## src/logic/sysctl_gpio_map.vh

```
`ifndef SYSCTL_GPIO_MAP_VH
`define SYSCTL_GPIO_MAP_VH

// Register pointer values
`define SYSU_ADDR 8'h06
`define GPIO_CTL_ADDR 8'h07
`define GPIO_IN_ADDR 8'h08

// Upper system-control byte fields
`define SYSU_BUCK_CONVERTER_ENABLE_BIT 0
`define SYSU_SOFT_RESET_REQUEST_BIT 1
`define SYSU_AUTO_BIT 2
`define SYSU_RSVD_LSB 3
`define SYSU_RESET 8'hf4

// GPIO control byte fields
`define GPIO_OUT_LSB 0
`define GPIO_IBE_LSB 4
`define GPIO_CTL_RESET 8'h0f
`define GPIO_IN_RESET 8'h00

// Default 7-bit bus address of the slave port
`define SLAVE_ADDR_DEFAULT 7'h2a

`endif

```

## src/logic/bus_line_detect.v

```verilog
`default_nettype none

module bus_line_detect (
   input wire clk_in,
   input wire rst_b_in,
   input wire scl_in,
   input wire sda_in,
   output wire scl_out,
   output wire sda_out,
   output wire scl_rise_out,
   output wire scl_fall_out,
   output wire start_out,
   output wire stop_out
);

   reg [1:0] scl_meta_q;
   reg [1:0] sda_meta_q;
   reg scl_prev_q;
   reg sda_prev_q;

   // First stage feeds only the second; edges are judged one stage later
   always @(posedge clk_in)
   begin
      if (!rst_b_in)
      begin
         scl_meta_q <= 2'h3;
         sda_meta_q <= 2'h3;
         scl_prev_q <= 1'b1;
         sda_prev_q <= 1'b1;
      end
      else
      begin
         scl_meta_q <= {scl_meta_q[0], scl_in};
         sda_meta_q <= {sda_meta_q[0], sda_in};
         scl_prev_q <= scl_meta_q[1];
         sda_prev_q <= sda_meta_q[1];
      end
   end

   // Bus conditions: data moves while clock stays high
   assign scl_out = scl_meta_q[1];
   assign sda_out = sda_meta_q[1];
   assign scl_rise_out = scl_meta_q[1] & ~scl_prev_q;
   assign scl_fall_out = ~scl_meta_q[1] & scl_prev_q;
   assign start_out = scl_meta_q[1] & scl_prev_q & sda_prev_q & ~sda_meta_q[1];
   assign stop_out = scl_meta_q[1] & scl_prev_q & ~sda_prev_q & sda_meta_q[1];

endmodule // bus_line_detect

`default_nettype wire

```

## src/logic/gpio_input_latch.v

```verilog
`default_nettype none

module gpio_input_latch (
   input wire clk_in,
   input wire rst_b_in,
   input wire [3:0] pin_in,
   input wire [3:0] buffer_enable_in,
   output wire [3:0] latch_out
);

   genvar i;

   // One synchroniser and gated latch per pin
   generate
      for (i = 0; i < 4; i = i + 1)
      begin : g_pin
         reg meta_q;
         reg sync_q;
         reg latch_q;
         always @(posedge clk_in)
         begin
            if (!rst_b_in)
            begin
               meta_q <= 1'b0;
               sync_q <= 1'b0;
               latch_q <= 1'b0;
            end
            else
            begin
               meta_q <= pin_in[i];
               sync_q <= meta_q;
               // Buffer off reads zero, so stale levels never linger
               latch_q <= buffer_enable_in[i] & sync_q;
            end
         end
         assign latch_out[i] = latch_q;
      end
   endgenerate

endmodule // gpio_input_latch

`default_nettype wire

```

## src/logic/sysctl_gpio_regs.v

```verilog
// How it works
// - Upper control bits 7..4 reset to one, bit 3 to zero; host writes zeros.
// - Upper control bit 0 switches the buck converter; resets to zero.
// - Writing soft reset bit restores all defaults, applied at the bus stop condition.
// - Soft reset bit clears itself during the reset it causes.
// - Bit 2 set makes the pointer step after every data byte; clear holds it.
// - Output control one leaves the pin floating; zero pulls it low.
// - Pins 1 and 2 pull low on control zero or power guard request.
// - Input buffer enables sit in bits 7..4 of the control byte, reset zero.
// - Input byte bits 3..0 return pin levels 1..4, valid with buffer enabled.
// - Control byte holds output controls in bits 3..0, resetting to one.
// - Overtemperature shutdown clears the buck enable bit automatically.
// - Thermistor guard holds pins 1 and 2 low while the high limit persists.
`default_nettype none
`include "sysctl_gpio_map.vh"

module sysctl_gpio_regs #(
   parameter [6:0] SLAVE_ADDR = `SLAVE_ADDR_DEFAULT
) (
   input wire clk_in,
   input wire rst_b_in,
   input wire scl_in,
   input wire sda_in,
   output reg sda_out,
   output reg sda_oe_out,
   input wire [3:0] pin_in,
   output reg [3:0] pin_out,
   output reg [3:0] pin_oe_out,
   input wire overtemp_shutdown_enable_in,
   input wire overtemp_trip_in,
   input wire thermistor_power_guard_enable_in,
   input wire thermistor_high_limit_flag_in,
   output reg buck_converter_enable_out,
   output reg soft_reset_out
);

   localparam [3:0] ST_IDLE = 4'h0;
   localparam [3:0] ST_ADDR = 4'h1;
   localparam [3:0] ST_ACK_ADDR = 4'h2;
   localparam [3:0] ST_PTR = 4'h3;
   localparam [3:0] ST_ACK_PTR = 4'h4;
   localparam [3:0] ST_WDATA = 4'h5;
   localparam [3:0] ST_ACK_W = 4'h6;
   localparam [3:0] ST_RDATA = 4'h7;
   localparam [3:0] ST_RACK = 4'h8;

   wire sda_s;
   wire scl_rise;
   wire scl_fall;
   wire start_det;
   wire stop_det;
   wire soft_rst;
   wire [3:0] latch_w;
   wire [3:0] guard_low;
   wire [7:0] sysu_default;
   wire [7:0] gpio_ctl_default;

   reg [3:0] state_q;
   reg [3:0] bit_cnt_q;
   reg [7:0] shift_q;
   reg [7:0] tx_q;
   reg rw_q;
   reg nack_q;
   reg ack_oe_q;
   reg [7:0] ptr_q;
   reg wr_en_q;
   reg [7:0] wr_addr_q;
   reg [7:0] wr_data_q;

   reg buck_converter_enable_q;
   reg soft_reset_request_q;
   reg auto_increment_q;
   reg [4:0] sysu_reserved_q;
   reg [3:0] pin_output_control_q;
   reg [3:0] pin_input_buffer_enable_q;
   reg [7:0] rd_data;

   bus_line_detect u_line (
      .clk_in(clk_in),
      .rst_b_in(rst_b_in),
      .scl_in(scl_in),
      .sda_in(sda_in),
      .scl_out(),
      .sda_out(sda_s),
      .scl_rise_out(scl_rise),
      .scl_fall_out(scl_fall),
      .start_out(start_det),
      .stop_out(stop_det)
   );

   gpio_input_latch u_latch (
      .clk_in(clk_in),
      .rst_b_in(rst_b_in),
      .pin_in(pin_in),
      .buffer_enable_in(pin_input_buffer_enable_q),
      .latch_out(latch_w)
   );

   // Pending soft reset fires only when the transfer ends with a stop
   assign soft_rst = stop_det & soft_reset_request_q;

   // Power-up images; fields are cut from them so reset and soft reset agree
   assign sysu_default = `SYSU_RESET;
   assign gpio_ctl_default = `GPIO_CTL_RESET;

   // Read data as seen at the current pointer
   always @*
   begin
      case (ptr_q)
         `SYSU_ADDR:
            rd_data = {sysu_reserved_q, auto_increment_q, soft_reset_request_q, buck_converter_enable_q};
         `GPIO_CTL_ADDR:
            rd_data = {pin_input_buffer_enable_q, pin_output_control_q};
         `GPIO_IN_ADDR:
            rd_data = {4'h0, latch_w};
         default:
            rd_data = 8'h00;
      endcase
   end

   // Slave port state machine; sda is sampled on rise, driven after fall
   always @(posedge clk_in)
   begin
      if (!rst_b_in || soft_rst)
      begin
         state_q <= ST_IDLE;
         bit_cnt_q <= 4'h0;
         shift_q <= 8'h00;
         tx_q <= 8'h00;
         rw_q <= 1'b0;
         nack_q <= 1'b0;
         ack_oe_q <= 1'b0;
         ptr_q <= 8'h00;
         wr_en_q <= 1'b0;
         wr_addr_q <= 8'h00;
         wr_data_q <= 8'h00;
      end
      else
      begin
         wr_en_q <= 1'b0;
         if (stop_det)
         begin
            state_q <= ST_IDLE;
            ack_oe_q <= 1'b0;
         end
         else if (start_det)
         begin
            // A repeated start keeps the pointer for the following read
            state_q <= ST_ADDR;
            bit_cnt_q <= 4'h0;
            ack_oe_q <= 1'b0;
         end
         else if (scl_rise)
         begin
            shift_q <= {shift_q[6:0], sda_s};
            bit_cnt_q <= bit_cnt_q + 4'h1;
            if (state_q == ST_RACK)
               nack_q <= sda_s;
         end
         else if (scl_fall)
         begin
            case (state_q)
               ST_ADDR:
               begin
                  if (bit_cnt_q == 4'h8)
                  begin
                     if (shift_q[7:1] == SLAVE_ADDR)
                     begin
                        rw_q <= shift_q[0];
                        ack_oe_q <= 1'b1;
                        state_q <= ST_ACK_ADDR;
                     end
                     else
                        state_q <= ST_IDLE;
                  end
               end
               ST_ACK_ADDR:
               begin
                  bit_cnt_q <= 4'h0;
                  if (rw_q)
                  begin
                     tx_q <= rd_data;
                     ack_oe_q <= ~rd_data[7];
                     state_q <= ST_RDATA;
                  end
                  else
                  begin
                     ack_oe_q <= 1'b0;
                     state_q <= ST_PTR;
                  end
               end
               ST_PTR:
               begin
                  if (bit_cnt_q == 4'h8)
                  begin
                     ptr_q <= shift_q;
                     ack_oe_q <= 1'b1;
                     state_q <= ST_ACK_PTR;
                  end
               end
               ST_WDATA:
               begin
                  if (bit_cnt_q == 4'h8)
                  begin
                     wr_en_q <= 1'b1;
                     wr_addr_q <= ptr_q;
                     wr_data_q <= shift_q;
                     ack_oe_q <= 1'b1;
                     state_q <= ST_ACK_W;
                     if (auto_increment_q)
                        ptr_q <= ptr_q + 8'h01;
                  end
               end
               ST_ACK_PTR, ST_ACK_W:
               begin
                  bit_cnt_q <= 4'h0;
                  ack_oe_q <= 1'b0;
                  state_q <= ST_WDATA;
               end
               ST_RDATA:
               begin
                  if (bit_cnt_q == 4'h8)
                  begin
                     ack_oe_q <= 1'b0;
                     state_q <= ST_RACK;
                     if (auto_increment_q)
                        ptr_q <= ptr_q + 8'h01;
                  end
                  else
                  begin
                     tx_q <= {tx_q[6:0], 1'b0};
                     ack_oe_q <= ~tx_q[6];
                  end
               end
               ST_RACK:
               begin
                  bit_cnt_q <= 4'h0;
                  if (nack_q)
                     state_q <= ST_IDLE;
                  else
                  begin
                     tx_q <= rd_data;
                     ack_oe_q <= ~rd_data[7];
                     state_q <= ST_RDATA;
                  end
               end
               default:
                  state_q <= state_q;
            endcase
         end
      end
   end

   // Register file; soft reset returns every field to its default
   always @(posedge clk_in)
   begin
      if (!rst_b_in || soft_rst)
      begin
         buck_converter_enable_q <= sysu_default[`SYSU_BUCK_CONVERTER_ENABLE_BIT];
         soft_reset_request_q <= sysu_default[`SYSU_SOFT_RESET_REQUEST_BIT];
         auto_increment_q <= sysu_default[`SYSU_AUTO_BIT];
         sysu_reserved_q <= sysu_default[`SYSU_RSVD_LSB +: 5];
         pin_output_control_q <= gpio_ctl_default[`GPIO_OUT_LSB +: 4];
         pin_input_buffer_enable_q <= gpio_ctl_default[`GPIO_IBE_LSB +: 4];
      end
      else
      begin
         if (wr_en_q && wr_addr_q == `SYSU_ADDR)
         begin
            buck_converter_enable_q <= wr_data_q[`SYSU_BUCK_CONVERTER_ENABLE_BIT];
            soft_reset_request_q <= wr_data_q[`SYSU_SOFT_RESET_REQUEST_BIT];
            auto_increment_q <= wr_data_q[`SYSU_AUTO_BIT];
            sysu_reserved_q <= wr_data_q[`SYSU_RSVD_LSB +: 5];
         end
         if (wr_en_q && wr_addr_q == `GPIO_CTL_ADDR)
         begin
            pin_output_control_q <= wr_data_q[`GPIO_OUT_LSB +: 4];
            pin_input_buffer_enable_q <= wr_data_q[`GPIO_IBE_LSB +: 4];
         end
         // Protection wins over a host write in the same cycle
         if (overtemp_shutdown_enable_in && overtemp_trip_in)
            buck_converter_enable_q <= 1'b0;
      end
   end

   // Power guard only reaches the two high-voltage pins
   assign guard_low = {2'h0, {2{thermistor_power_guard_enable_in & thermistor_high_limit_flag_in}}};

   // Registered pin and bus drivers; open drain means data is always low
   always @(posedge clk_in)
   begin
      if (!rst_b_in)
      begin
         pin_out <= 4'h0;
         pin_oe_out <= 4'h0;
         sda_out <= 1'b0;
         sda_oe_out <= 1'b0;
         buck_converter_enable_out <= 1'b0;
         soft_reset_out <= 1'b0;
      end
      else
      begin
         pin_out <= 4'h0;
         pin_oe_out <= ~pin_output_control_q | guard_low;
         sda_out <= 1'b0;
         sda_oe_out <= ack_oe_q & ~soft_rst;
         buck_converter_enable_out <= buck_converter_enable_q & ~soft_rst;
         soft_reset_out <= soft_rst;
      end
   end

endmodule // sysctl_gpio_regs

`default_nettype wire

```

## config.mk

```make
export PLATFORM = sky130hd
export DESIGN_NAME = sysctl_gpio_regs
export DESIGN_NICKNAME = d
export VERILOG_FILES = /design/src/logic/bus_line_detect.v /design/src/logic/gpio_input_latch.v /design/src/logic/sysctl_gpio_regs.v
export VERILOG_INCLUDE_DIRS = /design/src /design/src/logic
export SDC_FILE = /design/constraint.sdc
export NUM_CORES = 1
export LEC_CHECK = 0
export BUFFER_PORTS_ARGS = -buffer_cell sky130_fd_sc_hd__buf_2
export CAP_MARGIN = 30
export CORE_ASPECT_RATIO = 0.6
export CORE_MARGIN = 8
export CORE_UTILIZATION = 25
export CTS_BUF_LIST = sky130_fd_sc_hd__clkbuf_2 sky130_fd_sc_hd__clkbuf_4 sky130_fd_sc_hd__clkbuf_8
export CTS_CLUSTER_DIAMETER = 30
export DETAILED_ROUTE_END_ITERATION = 8
export PLACE_DENSITY = 0.38
export REMOVE_ABC_BUFFERS = 1
export SYNTH_ARGS = -nofsm -noshare
export SYNTH_HDL_FRONTEND = slang
export SYNTH_SLANG_ARGS = --single-unit
```

## constraint.sdc

```tcl
create_clock -name clk_in -period 2.3 [get_ports clk_in]
set_clock_uncertainty 0.15 [all_clocks]
set_input_delay 0.575 -clock clk_in [delete_from_list [all_inputs] [get_ports clk_in]]
set_output_delay 0.575 -clock clk_in [all_outputs]
set_load 0.05 [all_outputs]
```

Yosys cells after proc, flatten, opt, wreduce, memory -nomap -nowiden
Index checks and enable logic that the tools add are counted.

word-level totals
  register bits after elaboration = 92
  logic and storage cells = 163
  input bits = 12

cells by class
  bitwise gates (word level) = 29
  mux-type cells = 32
  eq/ne operators = 31
  reductions and logical operators = 31
  add/subtract/negate cells = 2

operators with widths
  operator                                        number
  == test 8 x 3 -> 1 bit (second input constant)  4
  2-to-1 mux 4 bit                                8
  one-hot mux 4 bit (7 select lines)              1
  AND reduction 7 bit                             4
  2-to-1 mux 8 bit                                3
  one-hot mux 8 bit (3 select lines)              1
  2-to-1 mux 7 bit                                3
  one-hot mux 7 bit (3 select lines)              1
  == test 4 x 3 -> 1 bit (second input constant)  4
  != test 2 bit (second input constant)           8
  one-hot mux 8 bit (2 select lines)              1
  AND reduction 8 bit                             2
  AND 1 bit                                       15
  != test 3 bit (second input constant)           4
  inverter 1 bit                                  12
  2-to-1 mux 1 bit                                10
  OR reduction 2 bit                              5
  nonzero test 3 bit                              3
  adder 8 x 1 -> 8 bit (second input constant)    1
  == test 4 x 2 -> 1 bit (second input constant)  2
  == test 4 bit (second input constant)           2
  == test 8 x 4 -> 1 bit (second input constant)  1
  != test 2 x 1 -> 1 bit (second input constant)  4
  nonzero test 8 bit                              1
  other kinds (20)                                25

Logic depth before layout (Yosys ltp)
  depth in word-level cells = 7
  mapped depth = 9
  depth with buffers taken out = 7

By module
From an unflattened synthesis, not the netlist that was laid out.

unflattened totals
  cells, all modules = 444
  area total of the unflattened synthesis = 4087.7 sq um

modules (own cells, without submodules)
  module            area an instance (sq um)  cells each  instances  sequential area each (sq um)
  sysctl_gpio_regs  3530.9                    399         1          1481.4
  gpio_input_latch  366.6                     29          1          240.2
  bus_line_detect   190.2                     16          1          120.1

Least setup slack after synthesis
OpenSTA, ideal clock, no wires.

  kind = flip-flop to flip-flop
  start point = register u_line.scl_prev_q
  end point = register ptr_q[2]
  slack = 0.427 ns
  path buffers = 1
  cell stages (with the launch flop) = 9
  data arrival time = 1.598 ns
  library setup time = 0.125 ns
  clock period less this slack = 1.873 ns
  data required time = 2.025 ns
  cell sequence = dfxtp_1 -> inv_1 -> ha_1 -> nand2b_1 -> nor2_1 -> o2111ai_1 -> buf_2 -> o211ai_1 -> o31ai_1

on the way
  longest elaborated chain between the ends = 5

ends and longest elaborated chain
  element                                                                   line                                        RTL
  start: declaration                                                        bus_line_detect.v:18                        reg scl_prev_q;
  start signal: assignment                                                  bus_line_detect.v:35                        scl_prev_q <= scl_meta_q[1];
  AND 1 bit                                                                 bus_line_detect.v:45, bus_line_detect.v:46
  AND 1 bit (on tied branches) (2 in a row)                                 bus_line_detect.v:45, bus_line_detect.v:46
  inverter 1 bit (no source line) or AND 1 bit (tied branches)              -
  AND reduction 8 bit (no source line) or logical OR 1 bit (tied branches)  -
  end signal: assignment                                                    sysctl_gpio_regs.v:196                      ptr_q <= shift_q;
  end signal: assignment                                                    sysctl_gpio_regs.v:211                      ptr_q <= ptr_q + 8'h01;
  end signal: assignment                                                    sysctl_gpio_regs.v:227                      ptr_q <= ptr_q + 8'h01;
  end: declaration                                                          sysctl_gpio_regs.v:65                       reg [7:0] ptr_q;

Parallel ways exist; a longest one is shown, timed or not.
A chain may end at the register's enable or synchronous reset.

Worst setup path after layout
  start point = register state_q[0]
  end point = register ptr_q[7]

on the way
  longest elaborated chain between the ends = 4

ends and longest elaborated chain
  element                                                                        line                    RTL
  start: declaration                                                             sysctl_gpio_regs.v:58   reg [3:0] state_q;
  start signal: assignment                                                       sysctl_gpio_regs.v:248  state_q <= state_q;
  == test 4 x 3 -> 1 bit                                                         sysctl_gpio_regs.v:162  case (state_q)
  OR reduction 2 bit (no source line)                                            -
  != test 2 x 1 -> 1 bit (no source line) or nonzero test 2 bit (tied branches)  -
  AND reduction 8 bit (no source line)                                           -

Parallel ways exist; a longest one is shown, timed or not.

==> metrics.log <==
INFO  metric status = finished, final reports clean
INFO  metric synth_sequential_area_ratio = 44.3%
INFO  metric critical_path.max_fanout = 14
INFO  metric startpoint_type_of_the_worst_setup_path = flop
INFO  metric leakage = 1.77 nW
INFO  metric netlist_instances = around 470
INFO  metric fmaxAchievable = 473 MHz
INFO  metric reg2reg_from = state_q[0]
INFO  metric cts_inserted_buffers = 9
INFO  metric stdcell_area = 4840 sq um
INFO  metric max_slew.worst_pin.slew = 559 ps
INFO  metric filler_cell_count = 1738
INFO  metric boundaryPins = 24
INFO  metric total_power = 3.00 mW
INFO  metric global_route.usage.total = 11.6%
INFO  metric synth_top_area_cell = sky130_fd_sc_hd__dfxtp_1
INFO  metric h-tree-depth = 3
INFO  metric area_of_the_die = 21200 sq um
INFO  metric dieWidth = about 180 um
INFO  metric postSynthRegisterBits = 92
INFO  metric finalWorstSetupSlack = 186 ps
INFO  metric holdBufCountCts = 0
INFO  metric final-hold-violation-count = 0
INFO  metric share_of_final_layout_standard_cells_stronger_than_drive_strength_1 = 14.6%
INFO  metric worst_r2r_path_cells = 6
INFO  metric grtUsageMet3 = 2.91%
INFO  metric yosys_warnings = 0
INFO  metric wire_length_of_the_first_global_routing_pass = between 15 and 20 mm
INFO  metric setup.worst_path.class = flop to flop
INFO  metric placed_area = 4610 sq um
INFO  metric grt-ovfl-total = 0
INFO  metric maxCapViolCount = 0
INFO  metric power_per_cell_area = 619 nW/um^2
INFO  metric preCtsSetupSlack = 170 ps
INFO  metric setup_repair_after_global_routing_missed_its_margin = no
INFO  metric grtUsageMet1 = ~18%
INFO  metric vias = 3422
INFO  metric placementRows = 36
INFO  metric required = 2450 ps
INFO  metric hold_end = u_line.sda_meta_q[0]
INFO  metric proportion_of_netlist_area_held_by_the_largest_area_contributor = 44.3%
INFO  metric antenna_left = 0
INFO  metric cts_tree = built
INFO  metric whs_path_depth = 2
INFO  metric avg_inst_size_synth = 8.80 sq um
INFO  metric n_antenna_cell = 0
INFO  metric finish.net_count = 517
INFO  metric die-height = 116 um
INFO  metric post_synth_instance_area = 4160 sq um
INFO  metric hold_sp = sda_in
INFO  metric reg2reg_slack = 190 ps
INFO  metric vdd.ir_drop.worst = 0.259 mV
INFO  metric report.final.setup_viol = 0
INFO  metric via_count_of_the_first_global_routing_pass = 3239
INFO  metric grt_start_max_net_pins = 48
INFO  metric post_synth_main_area_contributors = sky130_fd_sc_hd__dfxtp_1 (44%), sky130_fd_sc_hd__mux2i_1 (6.3%), sky130_fd_sc_hd__nand2_1 (6.0%)
INFO  metric slew_headroom = a little over three fifths
INFO  metric min-delay-path-class = input pin to flop
INFO  metric yosysUniqueCellTypes = between 60 and 70
INFO  metric antenna_violations_before_repair = 0
INFO  metric gp_routability_congestion = 0.794
INFO  metric drt-pass1-iter-count = 5
INFO  metric port_buffers = 18
INFO  metric grt_most_used_layer = met1
INFO  metric clock_tree.buffer_depth = 2
INFO  metric cts.sink_count = roughly 90
INFO  metric coreArea = 16300 sq um
INFO  metric synth-edff-count = 0
INFO  metric synth-async-reset-ratio = 0%
INFO  metric insertion_delay = 370 ps
INFO  metric initial_utilization = 25.6%
INFO  metric maxSlewViolCount = 0
INFO  metric wire_per_inst = 16.3 um
INFO  metric critical_path.reg2reg.endpoint = ptr_q[7]
INFO  metric timing.hold.ws = 226 ps
INFO  metric area_delta_synth_final = 16.4%
INFO  metric hpwlAfterDp = 8.79 mm
INFO  metric post-route-period-util = 91.9%
INFO  metric worst_ep_arrival_time = 2270 ps
INFO  metric clk_root_buffer_cell = sky130_fd_sc_hd__clkbuf_8
INFO  metric totalNegativeSetupSlack = 0 ps
INFO  metric met2_usage = around 15%
INFO  metric wl = 11.8 mm
INFO  metric drt_iter0_drc = 257
INFO  metric viasPerCell = 4.70
INFO  metric dominantRegCellSynth = sky130_fd_sc_hd__dfxtp_1
INFO  metric crit_path_end_kind = flop
INFO  metric clk_transition_reported_paths = 100 ps
INFO  metric post-route-drc-count = 0
INFO  metric min_period = 2110 ps
layer usage:
metal | wire, um | part of all wire (%)
met5 | 0 | 0
met4 | 72 | 0.61
met3 | 758 | 6.4
met2 | 4470 | 38
met1 | 6550 | 55
critical path, cell delays in order, from the launching register on:
cell and delay (ps):
sky130_fd_sc_hd__dfxtp_1 620, sky130_fd_sc_hd__nor2b_1 350, sky130_fd_sc_hd__and2_1 190, sky130_fd_sc_hd__o2111ai_1 110, sky130_fd_sc_hd__buf_4 210, sky130_fd_sc_hd__or3_1 350
sky130_fd_sc_hd__o21ai_1 70
flip-flops by register name (all words and copies together), names as in the netlist, 2 cells and up:
| name | flops |
|---|---|
| u_latch.g_pin.sync_q | 4 |
| u_latch.g_pin.meta_q | 4 |
| pin_input_buffer_enable_q | 4 |
| wr_data_q | 8 |
| pin_output_control_q | 4 |
| u_line.scl_meta_q | 2 |
| u_latch.g_pin.latch_q | 4 |
| sysu_reserved_q | 5 |
| state_q | 4 |
| bit_cnt_q | 4 |
| u_line.sda_meta_q | 2 |
| shift_q | 8 |
| ptr_q | 8 |
| pin_oe_out | 4 |
| tx_q | 7 |
| wr_addr_q | 8 |
worst max-delay path by stage:
stage | start | end | slack, ps | cells past startpoint
floorplan | state_q[0] | ptr_q[4] | 90 | 4
global route | bit_cnt_q[0] | ptr_q[7] | 10 | 8
detailed placement | u_line.scl_prev_q | state_q[3] | 170 | 8
finish | state_q[0] | ptr_q[7] | 190 | 6
global placement | state_q[0] | ptr_q[7] | 190 | 6
CTS | u_line.scl_prev_q | state_q[3] | 140 | 8
cell usage after synthesis (5+ instances only):
library cell               instances
sky130_fd_sc_hd__a32oi_1           6
sky130_fd_sc_hd__nand2_1          67
sky130_fd_sc_hd__and2_1           15
sky130_fd_sc_hd__and3_1            7
sky130_fd_sc_hd__dfxtp_1          92
sky130_fd_sc_hd__ha_1             10
sky130_fd_sc_hd__o21ai_0          10
sky130_fd_sc_hd__buf_2            10
sky130_fd_sc_hd__inv_1            11
sky130_fd_sc_hd__a21oi_1          33
sky130_fd_sc_hd__mux2i_1          26
sky130_fd_sc_hd__a31oi_1           5
sky130_fd_sc_hd__buf_4             5
sky130_fd_sc_hd__nor3_1           11
sky130_fd_sc_hd__nand3_1           9
sky130_fd_sc_hd__nand2b_1          7
sky130_fd_sc_hd__nor2_1           41
sky130_fd_sc_hd__a211oi_1          6
sky130_fd_sc_hd__clkbuf_1         17
cell families after synthesis:
logic type      synth area share [%]
compound gates                  18.0
fa+ha+maj                       3.01
simple gates                    22.9
mux                             6.25
other cells                   0.0901
flops                           44.3
buf+inv                         5.17
xor+xnor                       0.421
per-stage QoR:
step | util (%) | instances
2_1_floorplan | - | 441
3_3_place_gp | 28.3 | 712
3_5_place_dp | 28.3 | 712
4_1_cts | 29.7 | 728
5_1_grt | 29.8 | 728
6_report | 29.8 | 728
cell type report:
class	instances	area, sq um	area share, %
Clock buffer	10	131	2.71
Multi-Input combinational cell	338	2130	44.1
Clock inverter	6	93.8	1.94
Timing Repair Buffer	43	315	6.51
Sequential cell	92	1840	38.0
Inverter	11	41.3	0.852
Tap cell	228	285	5.89
repair_timing:
item / CTS / global route
resized for setup: 0 / 2
setup buffers: 0 / 0
setup endpoints to repair: 0 / 5
where the power goes:
group          internal (mW)  leakage (nW)  switching, mW
sequential              1.61         0.745        0.00909
combinational         0.0401         0.917         0.0891
clock                  0.635         0.111          0.621
layout by cell type, fill, tap and decap left out, types with 3 or more instances in the layout:
cell type / count
sky130_fd_sc_hd__a211oi_1: 6
sky130_fd_sc_hd__a21oi_1: 33
sky130_fd_sc_hd__a22o_1: 3
sky130_fd_sc_hd__a22oi_1: 3
sky130_fd_sc_hd__a31oi_1: 4
sky130_fd_sc_hd__a32oi_1: 6
sky130_fd_sc_hd__and2_1: 15
sky130_fd_sc_hd__and3_1: 7
sky130_fd_sc_hd__buf_12: 3
sky130_fd_sc_hd__buf_2: 18
sky130_fd_sc_hd__buf_4: 22
sky130_fd_sc_hd__clkbuf_8: 9
sky130_fd_sc_hd__conb_1: 5
sky130_fd_sc_hd__dfxtp_1: 92
sky130_fd_sc_hd__ha_1: 10
sky130_fd_sc_hd__inv_1: 11
sky130_fd_sc_hd__mux2i_1: 26
sky130_fd_sc_hd__nand2_1: 67
sky130_fd_sc_hd__nand2b_1: 7
sky130_fd_sc_hd__nand3_1: 9
sky130_fd_sc_hd__nand3b_1: 3
sky130_fd_sc_hd__nand4_1: 3
sky130_fd_sc_hd__nor2_1: 40
sky130_fd_sc_hd__nor2b_1: 3
sky130_fd_sc_hd__nor3_1: 11
sky130_fd_sc_hd__nor3b_1: 3
sky130_fd_sc_hd__o211ai_1: 4
sky130_fd_sc_hd__o21a_1: 4
sky130_fd_sc_hd__o21ai_0: 10
sky130_fd_sc_hd__o21ai_1: 4
sky130_fd_sc_hd__o31ai_1: 3
(Power assumes the default switching activity.)
